===== src/logic/ffp_cfg.svh =====
`ifndef FFP_CFG_SVH
`define FFP_CFG_SVH

// transform length as log2 of the point size
`define FFP_LOG2N_DEF   3
`define FFP_LOG2N_MIN   3
`define FFP_LOG2N_MAX   16

// sample, twiddle and stage counter widths
`define FFP_IN_W_DEF    16
`define FFP_TW_W        18
`define FFP_STAGE_W     5

// input period / system period that selects the burst engine
`define FFP_AREA_RATE   8

// single precision float fields
`define FFP_FLOAT_W     32
`define FFP_FLOAT_BIAS  127
`define FFP_FLOAT_MANT  23

// output buffer depth
`define FFP_FILL_MAX    2
`define FFP_PI          3.14159265358979

`endif


===== src/logic/ffp_pkg.sv =====
package ffp_pkg;

  // engine sequence: gather a frame, run the stages, drain the frame
  typedef enum logic [1:0] {S_LOAD, S_CALC, S_DUMP} ffp_state_t;

  // architecture picked from the speed or area choice
  typedef enum logic {ARCH_STREAM, ARCH_BURST} ffp_arch_t;

endpackage


===== src/logic/ffp_link.sv =====
`timescale 1ns/1ps

interface ffp_link
#(
  parameter int SW = 16,
  parameter int OW = 17
);
  // time-domain samples into the transform
  logic          in_valid;
  logic          in_ready;
  logic          in_sof;
  logic [SW-1:0] in_re;
  logic [SW-1:0] in_im;
  // frequency-domain samples out of the transform
  logic          out_valid;
  logic          out_ready;
  logic          out_sof;
  logic [OW-1:0] out_re;
  logic [OW-1:0] out_im;

  modport dev
  (
    input  in_valid, in_sof, in_re, in_im, out_ready,
    output in_ready, out_valid, out_sof, out_re, out_im
  );

  modport host
  (
    output in_valid, in_sof, in_re, in_im, out_ready,
    input  in_ready, out_valid, out_sof, out_re, out_im
  );
endinterface


===== src/logic/ffp_core.sv =====
`timescale 1ns/1ps
`include "ffp_cfg.svh"

module ffp_core
#(
  parameter int LOG2N      = `FFP_LOG2N_DEF,
  parameter int IN_W       = `FFP_IN_W_DEF,
  parameter int IN_FRAC    = `FFP_IN_W_DEF - 1,
  parameter bit SCALED     = 1'b1,
  parameter bit NATURAL    = 1'b1,
  parameter bit OPT_AREA   = 1'b0,
  parameter int RATE_RATIO = 1,
  parameter bit IS_FLOAT   = 1'b0,
  parameter bit USE_SOF    = 1'b0,
  parameter int TW_W       = `FFP_TW_W
)
(
  // clock and reset
  input  wire logic        sys_clk,
  input  wire logic        arst_n,
  // sample streams
  ffp_link.dev             lnk,
  // configuration report
  output wire logic [31:0] latency,
  output wire logic        arch_burst
);

  localparam int N    = 1 << LOG2N;
  localparam int HALF = N / 2;
  localparam int AW   = LOG2N;
  localparam int BW   = LOG2N - 1;
  localparam int GW   = `FFP_STAGE_W;
  localparam ffp_pkg::ffp_arch_t ARCH =
    (OPT_AREA && RATE_RATIO == `FFP_AREA_RATE) ? ffp_pkg::ARCH_BURST : ffp_pkg::ARCH_STREAM;
  // streaming runs two butterflies a cycle, burst one: area traded for rate
  localparam int LANES = (ARCH == ffp_pkg::ARCH_BURST) ? 1 : 2;
  localparam int CPS   = HALF / LANES;
  localparam bit SOF_OK = USE_SOF && (ARCH == ffp_pkg::ARCH_STREAM) && !IS_FLOAT;
  // one guard bit when scaled, full growth when not
  localparam int DW = IN_W + (SCALED ? 1 : LOG2N + 1);
  localparam int PW = DW + TW_W;

  // index reversal for loading and for reversed output
  function automatic logic [AW-1:0] bit_rev(input logic [AW-1:0] v);
    logic [AW-1:0] r;
    r = '0;
    for (int i = 0; i < AW; i++)
      r[i] = v[AW-1-i];
    return r;
  endfunction

  // upper address of butterfly j in stage s
  function automatic logic [AW-1:0] pair_top(input logic [BW-1:0] j, input logic [GW-1:0] s);
    logic [AW-1:0] jw;
    logic [AW-1:0] low;
    jw  = {1'b0, j};
    low = jw & ((AW'(1) << s) - AW'(1));
    return ((jw >> s) << (s + 1'b1)) | low;
  endfunction

  // single precision to signed fixed with IN_FRAC fraction bits
  function automatic logic signed [IN_W-1:0] f2fix(input logic [31:0] f);
    logic [63:0]        m;
    logic signed [63:0] v;
    int                 sh;
    m  = {40'h0, (f[30:23] != 8'h00), f[22:0]};
    sh = int'(f[30:23]) - `FFP_FLOAT_BIAS - `FFP_FLOAT_MANT + IN_FRAC;
    if (f[30:23] == 8'h00)
      v = '0;
    else if (sh >= 0)
      v = signed'(m << sh);
    else
      v = signed'(m >> (-sh));
    if (f[31])
      v = -v;
    return IN_W'(v);
  endfunction

  ffp_pkg::ffp_state_t state;
  ffp_pkg::ffp_state_t next_state;
  logic [AW-1:0]       cnt;
  logic [GW-1:0]       stage;
  logic [BW-1:0]       bidx;
  logic                drop_first;
  logic signed [DW-1:0] mem_re [N];
  logic signed [DW-1:0] mem_im [N];
  logic signed [TW_W-1:0] tw_re [HALF];
  logic signed [TW_W-1:0] tw_im [HALF];
  logic [AW-1:0]        lt_addr [LANES];
  logic [AW-1:0]        lb_addr [LANES];
  logic signed [DW-1:0] nt_re [LANES];
  logic signed [DW-1:0] nt_im [LANES];
  logic signed [DW-1:0] nb_re [LANES];
  logic signed [DW-1:0] nb_im [LANES];
  logic [DW-1:0]        b_re [2];
  logic [DW-1:0]        b_im [2];
  logic [1:0]           b_sof;
  logic [1:0]           fill;
  logic                 wp;
  logic                 rp;

  // twiddles exp(-j*2*pi*k/N), unity at 2**(TW_W-2)
  for (genvar k = 0; k < HALF; k++)
  begin : g_tw
    localparam real ANG = 2.0 * `FFP_PI * k / N;
    assign tw_re[k] = TW_W'($rtoi($cos(ANG) * (2.0 ** (TW_W - 2))));
    assign tw_im[k] = TW_W'(-$rtoi($sin(ANG) * (2.0 ** (TW_W - 2))));
  end

  // input conversion: float or fixed, sign-extended into the work width
  wire logic signed [IN_W-1:0] in_fx_re =
    IS_FLOAT ? f2fix(32'(lnk.in_re)) : IN_W'(lnk.in_re);
  wire logic signed [IN_W-1:0] in_fx_im =
    IS_FLOAT ? f2fix(32'(lnk.in_im)) : IN_W'(lnk.in_im);
  wire logic signed [DW-1:0] in_ext_re = DW'(in_fx_re);
  wire logic signed [DW-1:0] in_ext_im = DW'(in_fx_im);

  // load control; with USE_SOF in the streaming fixed-point engine, a frame begin pulse restarts the frame at index 0
  assign lnk.in_ready = (state == ffp_pkg::S_LOAD);
  wire logic beat      = lnk.in_valid && lnk.in_ready;
  wire logic sof_seen  = SOF_OK && lnk.in_sof;
  wire logic take      = beat && !drop_first && (!SOF_OK || lnk.in_sof || cnt != '0);
  wire logic [AW-1:0] wr_idx = sof_seen ? '0 : cnt;
  wire logic load_done = take && (wr_idx == AW'(N - 1));

  // stage and drain control
  wire logic stage_end = (state == ffp_pkg::S_CALC) && (bidx == BW'(CPS - 1));
  wire logic calc_done = stage_end && (stage == GW'(LOG2N - 1));
  wire logic push      = (state == ffp_pkg::S_DUMP) && (fill != 2'(`FFP_FILL_MAX));
  wire logic pop       = lnk.out_valid && lnk.out_ready;
  wire logic dump_done = push && (cnt == AW'(N - 1));
  wire logic [AW-1:0] rd_idx = NATURAL ? cnt : bit_rev(cnt);

  // butterfly lanes: decimation in time on bit-reversed storage
  for (genvar l = 0; l < LANES; l++)
  begin : g_lane
    logic [BW-1:0]        j;
    logic [BW-1:0]        tk;
    logic signed [DW-1:0] a_re, a_im, x_re, x_im, t_re, t_im;
    logic signed [PW-1:0] p_re, p_im;
    logic signed [DW:0]   s_re, s_im, d_re, d_im;
    assign j  = BW'(int'(bidx) * LANES + l);
    assign tk = (j & ((BW'(1) << stage) - BW'(1))) << (GW'(LOG2N - 1) - stage);
    assign lt_addr[l] = pair_top(j, stage);
    assign lb_addr[l] = lt_addr[l] | (AW'(1) << stage);
    assign a_re = mem_re[lt_addr[l]];
    assign a_im = mem_im[lt_addr[l]];
    assign x_re = mem_re[lb_addr[l]];
    assign x_im = mem_im[lb_addr[l]];
    assign p_re = PW'(x_re) * PW'(tw_re[tk]) - PW'(x_im) * PW'(tw_im[tk]);
    assign p_im = PW'(x_re) * PW'(tw_im[tk]) + PW'(x_im) * PW'(tw_re[tk]);
    assign t_re = DW'(p_re >>> (TW_W - 2));
    assign t_im = DW'(p_im >>> (TW_W - 2));
    assign s_re = {a_re[DW-1], a_re} + {t_re[DW-1], t_re};
    assign s_im = {a_im[DW-1], a_im} + {t_im[DW-1], t_im};
    assign d_re = {a_re[DW-1], a_re} - {t_re[DW-1], t_re};
    assign d_im = {a_im[DW-1], a_im} - {t_im[DW-1], t_im};
    // halving every stage keeps |x| bounded by the input radius
    assign nt_re[l] = SCALED ? s_re[DW:1] : s_re[DW-1:0];
    assign nt_im[l] = SCALED ? s_im[DW:1] : s_im[DW-1:0];
    assign nb_re[l] = SCALED ? d_re[DW:1] : d_re[DW-1:0];
    assign nb_im[l] = SCALED ? d_im[DW:1] : d_im[DW-1:0];
  end

  // sequence of the engine
  always_comb
  begin
    next_state = state;
    unique case (state)
      ffp_pkg::S_LOAD: if (load_done) next_state = ffp_pkg::S_CALC;
      ffp_pkg::S_CALC: if (calc_done) next_state = ffp_pkg::S_DUMP;
      ffp_pkg::S_DUMP: if (dump_done) next_state = ffp_pkg::S_LOAD;
      default:         next_state = ffp_pkg::S_LOAD;
    endcase
  end

  // control registers, all on the rising edge of the one clock
  always_ff @(posedge sys_clk or negedge arst_n)
  begin
    if (!arst_n)
    begin
      state      <= ffp_pkg::S_LOAD;
      cnt        <= '0;
      stage      <= '0;
      bidx       <= '0;
      drop_first <= 1'b1;
    end
    else
    begin
      state <= next_state;
      if (beat)
        drop_first <= 1'b0;
      if (take)
        cnt <= wr_idx + 1'b1;
      else if (push)
        cnt <= cnt + 1'b1;
      if (state == ffp_pkg::S_CALC)
        bidx <= stage_end ? '0 : bidx + 1'b1;
      if (stage_end)
        stage <= calc_done ? '0 : stage + 1'b1;
    end
  end

  // frame store; lanes touch disjoint words so the writes never collide
  always_ff @(posedge sys_clk)
  begin
    if (take)
    begin
      mem_re[bit_rev(wr_idx)] <= in_ext_re;
      mem_im[bit_rev(wr_idx)] <= in_ext_im;
    end
    if (state == ffp_pkg::S_CALC)
      for (int l = 0; l < LANES; l++)
      begin
        mem_re[lt_addr[l]] <= nt_re[l];
        mem_im[lt_addr[l]] <= nt_im[l];
        mem_re[lb_addr[l]] <= nb_re[l];
        mem_im[lb_addr[l]] <= nb_im[l];
      end
  end

  // two-entry output buffer: a stalled sink holds the drain, no word lost
  always_ff @(posedge sys_clk or negedge arst_n)
  begin
    if (!arst_n)
    begin
      fill  <= '0;
      wp    <= 1'b0;
      rp    <= 1'b0;
      b_sof <= '0;
      for (int i = 0; i < 2; i++)
      begin
        b_re[i] <= '0;
        b_im[i] <= '0;
      end
    end
    else
    begin
      if (push)
      begin
        b_re[wp]  <= mem_re[rd_idx];
        b_im[wp]  <= mem_im[rd_idx];
        b_sof[wp] <= SOF_OK && (cnt == '0);
        wp        <= ~wp;
      end
      if (pop)
        rp <= ~rp;
      fill <= fill + 2'(push) - 2'(pop);
    end
  end

  assign lnk.out_valid = (fill != '0);
  assign lnk.out_re    = b_re[rp];
  assign lnk.out_im    = b_im[rp];
  assign lnk.out_sof   = lnk.out_valid && b_sof[rp];

  // edges from the last input beat taken to the first output shown
  assign latency    = 32'(LOG2N * CPS + 1);
  assign arch_burst = (ARCH == ffp_pkg::ARCH_BURST);

endmodule


===== src/flat_wrapper.sv =====
// flat-port wrapper written by rule: the top's interface ports become plain ports
module ffp_core_flat 
#(
  parameter int LOG2N      = `FFP_LOG2N_DEF,
  parameter int IN_W       = `FFP_IN_W_DEF,
  parameter int IN_FRAC    = `FFP_IN_W_DEF - 1,
  parameter bit SCALED     = 1'b1,
  parameter bit NATURAL    = 1'b1,
  parameter bit OPT_AREA   = 1'b0,
  parameter int RATE_RATIO = 1,
  parameter bit IS_FLOAT   = 1'b0,
  parameter bit USE_SOF    = 1'b0,
  parameter int TW_W       = `FFP_TW_W
)
  (sys_clk, arst_n, latency, arch_burst, lnk_in_valid, lnk_in_sof, lnk_in_re, lnk_in_im, lnk_out_ready, lnk_in_ready, lnk_out_valid, lnk_out_sof, lnk_out_re, lnk_out_im);
  ffp_link #(.SW((16)), .OW(((16) + (SCALED ? 1 : LOG2N + 1)))) lnk_i ();
  input  wire logic sys_clk;
  input  wire logic arst_n;
  output wire logic [31:0] latency;
  output wire logic arch_burst;
  input wire logic [$bits(lnk_i.in_valid)-1:0] lnk_in_valid;
  input wire logic [$bits(lnk_i.in_sof)-1:0] lnk_in_sof;
  input wire logic [$bits(lnk_i.in_re)-1:0] lnk_in_re;
  input wire logic [$bits(lnk_i.in_im)-1:0] lnk_in_im;
  input wire logic [$bits(lnk_i.out_ready)-1:0] lnk_out_ready;
  output wire logic [$bits(lnk_i.in_ready)-1:0] lnk_in_ready;
  output wire logic [$bits(lnk_i.out_valid)-1:0] lnk_out_valid;
  output wire logic [$bits(lnk_i.out_sof)-1:0] lnk_out_sof;
  output wire logic [$bits(lnk_i.out_re)-1:0] lnk_out_re;
  output wire logic [$bits(lnk_i.out_im)-1:0] lnk_out_im;
  assign lnk_i.in_valid = lnk_in_valid;
  assign lnk_i.in_sof = lnk_in_sof;
  assign lnk_i.in_re = lnk_in_re;
  assign lnk_i.in_im = lnk_in_im;
  assign lnk_i.out_ready = lnk_out_ready;
  assign lnk_in_ready = lnk_i.in_ready;
  assign lnk_out_valid = lnk_i.out_valid;
  assign lnk_out_sof = lnk_i.out_sof;
  assign lnk_out_re = lnk_i.out_re;
  assign lnk_out_im = lnk_i.out_im;
  ffp_core #(.LOG2N(LOG2N), .IN_W(IN_W), .IN_FRAC(IN_FRAC), .SCALED(SCALED), .NATURAL(NATURAL), .OPT_AREA(OPT_AREA), .RATE_RATIO(RATE_RATIO), .IS_FLOAT(IS_FLOAT), .USE_SOF(USE_SOF), .TW_W(TW_W)) u_core (.sys_clk(sys_clk), .arst_n(arst_n), .lnk(lnk_i), .latency(latency), .arch_burst(arch_burst));
endmodule

===== config.mk =====
export PLATFORM = sky130hd
export DESIGN_NAME = ffp_core_flat
export DESIGN_NICKNAME = d
export VERILOG_FILES = /design/src/logic/ffp_pkg.sv /design/src/logic/ffp_link.sv /design/src/logic/ffp_core.sv /design/src/flat_wrapper.sv
export VERILOG_INCLUDE_DIRS = /design/src /design/src/logic
export SDC_FILE = /design/constraint.sdc
export NUM_CORES = 2
export LEC_CHECK = 0
export BUFFER_PORTS_ARGS = -buffer_cell sky130_fd_sc_hd__buf_2
export CAP_MARGIN = 15
export CORE_ASPECT_RATIO = 0.75
export CORE_MARGIN = 4
export CORE_UTILIZATION = 35
export DETAILED_ROUTE_END_ITERATION = 8
export SLEW_MARGIN = 20
export SYNTH_ARGS = -nofsm -noshare
export SYNTH_HDL_FRONTEND = slang
export SYNTH_SLANG_ARGS = --single-unit
export TNS_END_PERCENT = 10

===== constraint.sdc =====
create_clock -name sys_clk -period 15 [get_ports sys_clk]
set_clock_uncertainty 0.1 [all_clocks]
set_input_delay 1.5 -clock sys_clk [delete_from_list [all_inputs] [get_ports sys_clk]]
set_output_delay 1.5 -clock sys_clk [all_outputs]
set_load 0.01 [all_outputs]

==> impl_metrics.csv <==
group,metric,value,unit
setup_path,cpMostUsedCell,"fa_1",
logic_synthesis,netlist_area,0.0701,mm²
sta,finalCriticalPeriod,14.05,ns
clock_network,clk_path_buf_depth,3,
clock_network,clk_pin_slew,0.08,ns
min_path,hp-class,"flop to flop",
setup_path,critPathMaxStageDelay,0.65,ns
route,drt_iter0_drc,8606,
sta,grt_setup_unrepaired,"no",
final_layout,drive_gt1_frac,0.0697,
floorplan,rows,142,
route,drtAntennaViolNets,0,
global_route,grt_max_degree,78,
sta,clock.fmax,71.2,MHz
logic_synthesis,yosysTopAreaCellShare,0.303,
route,routedWlPerCell,25.8,µm
floorplan,ios,107,
global_route,grt_pass1_wl,391,mm
logic_synthesis,yosys_warnings,0,
sta,setup_violations,0,
global_route,first_global_vias,57347,
global_route,antenna_found_initial,16,
place,io_buffers,72,
setup_path,r2r_end,"u_core.mem_re[1][16]",
route,totalWireLength,267,mm
floorplan,core_area,0.200,mm²
sta,period_share,0.937,
logic_synthesis,synth_ff_type,"edfxtp_1",
clock_network,clock_latency,0.60,ns
run_status,status,"finished clean",
final_layout,area_growth,7.49,%
sta,hold_viol_final,0,
setup_path,reg2reg_slack,0.95,ns
logic_synthesis,synth_area_leaders,"fa_1 30%, ha_1 12%, edfxtp_1 12%",
setup_path,cp_max_fo,20,
clock_network,ctsHtreeMaxLevel,2,
logic_synthesis,synth.largest_area_cell,"fa_1",
clock_network,cts-root-buf,"clkbuf_16",
route,via_per_inst,5.64,
clock_network,cts_tree,"done",
place,gp_congestion,0.976,
min_path,worstHoldPathCells,2,
final_layout,final_nets,9439,
setup_path,required,15.31,ns
logic_synthesis,synth_edf_count,272,
setup_path,arrival,14.36,ns
setup_path,cp-startpoint,"u_core.stage[0]",
sta,setup_tns,0,ns
floorplan,initial_core_util,0.352,
setup_path,critPathLaunchType,"flop",
setup_path,critPathSlowestCell,"a21oi_1",
logic_synthesis,synth_cell_types,100,
place,dp_hpwl,208,mm
setup_path,rr_worst_depth,44,
route,drtPass1Iterations,9,
sta,tightestPinTransition,1.31,ns
final_layout,finalNonFillerCells,10356,
sta,slew_viol_final,0,
floorplan,dieHeight,396,µm
logic_synthesis,ys_seq_area_frac,0.148,
global_route,grt.overflow.total,0,
run,maxCapViolations,0,
setup_path,cp-end-kind,"flop",
clock_network,ctsHoldBuffers,0,
setup_path,critPathCapture,"u_core.mem_re[1][16]",
logic_synthesis,ys_ff_latch,359,
route,drc,0,
logic_synthesis,postSynth.asyncResetShare,0.242,
logic_synthesis,synth_commonest_cells,"1484 x inv_1, 1063 x fa_1, 965 x nand2_1, 692 x ha_1, 394 x nor2_1",
sta,maxSlewHeadroom,0.125,
clock_network,clock-sinks,359,
global_route,grtUsageTotal,0.253,
setup_path,rr_startpoint,"u_core.stage[0]",
clock_network,cts_buffers,37,
route,vias,58359,
logic_synthesis,syn_area_per_cell,9.11,µm²
setup_path,critPathKind,"flop to flop",
floorplan,die_x,525,µm
place,place_inst,10272,
floorplan,die-area,0.208,mm²
logic_synthesis,yosysMostFrequentCell,"inv_1",
logic_synthesis,postSynthCellCount,7695,
==> layout make-up <==
cell class	instances	area, µm²
antenna	17	42.5
timing repair buffer	255	1760
inverter	1487	5580
clock inverter	20	146
clock buffer	47	1000
sequential	359	10400
tap	2664	3330
fill	19775	124000
multi-input combinational	5507	53200
==> cell usage in the layout (no fill, tap or decap), types with 36 or more instances in the layout <==
master and count:
and2_1 101, nand3_1 207, fa_1 1063, a32oi_1 36, a21o_1 43, a211oi_1 74
xor2_1 52, a22oi_1 57, buf_2 71, a21oi_1 336, mux2_2 36, o22ai_1 43
nor2_1 376, nand2_1 955, o21ai_0 173, dfrtp_1 82, inv_1 1484, buf_4 182
and3_1 39, nand2b_1 40, edfxtp_1 272, mux4_2 68, a221oi_1 41, o221ai_1 63
a31oi_1 113, o21bai_1 47, mux2i_1 136, nor3_1 61, ha_1 692, clkbuf_16 38
xnor2_1 225
==> critical path: cells and delay by family (launching register included) <==
family                     cells  cell delay (ns)
AOI/OAI and AO/OA             14             4.13
xor gates and xnor gates       1             0.26
adders and majority gates     11             5.07
buffers and inverters          7             1.02
DFF                            1             0.60
and+or+nand+nor               11             2.62
==> sequential cells by signal (all words and copies together) (netlist names) <==
name	count
u_core.b_im	34
u_core.b_re	34
u_core.b_sof	2
u_core.bidx	2
u_core.cnt	3
u_core.drop_first	1
u_core.fill	2
u_core.mem_im	136
u_core.mem_re	136
u_core.rp	1
u_core.stage	5
u_core.state	2
u_core.wp	1
==> per-layer routing <==
metal | GRT usage | up-vias | part of all wire
met5 | 0.000920 | - | 0.0014
li1 | - | 25035 | -
met2 | 0.332 | 3856 | 0.38
met1 | 0.369 | 28715 | 0.42
met3 | 0.111 | 731 | 0.16
met4 | 0.0739 | 22 | 0.037
==> timing repair <==
| item | in CTS | in global routing |
|---|---|---|
| gates resized for setup | 0 | 3 |
| setup buffers | 0 | 0 |
| endpoints found under the setup margin | 0 | 25 |
==> cells by family (layout without fill, tap and decap cells) <==
| logic type | count (synthesis) | in the layout | share of synthesized area |
|---|---|---|---|
| DFF | 359 | 359 | 0.148 |
| buffers and inverters | 1861 | 1809 | 0.102 |
| and+or+nand+nor | 1958 | 1958 | 0.123 |
| muxes | 246 | 246 | 0.0479 |
| adders and majority gates | 1755 | 1755 | 0.427 |
| xor gates and xnor gates | 284 | 284 | 0.0364 |
| AOI/OAI and AO/OA | 1230 | 1230 | 0.116 |
| other | 2 | 51 | 0.000107 |
==> worst min-delay path by stage <==
stage / end / start
2_1_floorplan: u_core.b_im[0] / u_core.b_im[0]
3_3_place_gp: u_core.b_re[12] / u_core.b_re[12]
3_5_place_dp: u_core.b_im[5] / u_core.b_im[5]
4_1_cts: u_core.b_re[8] / u_core.b_re[8]
5_1_grt: u_core.b_re[7] / u_core.b_re[7]
6_report: u_core.b_re[7] / u_core.b_re[7]
==> stage by stage <==
stage | util | worst slack (ns) | hold WS [ns] | area, µm²
final | 0.378 | 0.949 | 0.375 | 75400
after global routing | 0.378 | 0.258 | 0.403 | 75400
after CTS | 0.377 | 0.629 | 0.381 | 75300
after detailed placement | 0.372 | 0.698 | 0.365 | 74200
after global placement | 0.372 | 0.828 | 0.356 | 74100
after floorplan | - | 2.75 | 0.344 | 70300
Power is not shown: default switching activity piles up to over one toggle a cycle in this logic, so the estimate is an artifact.
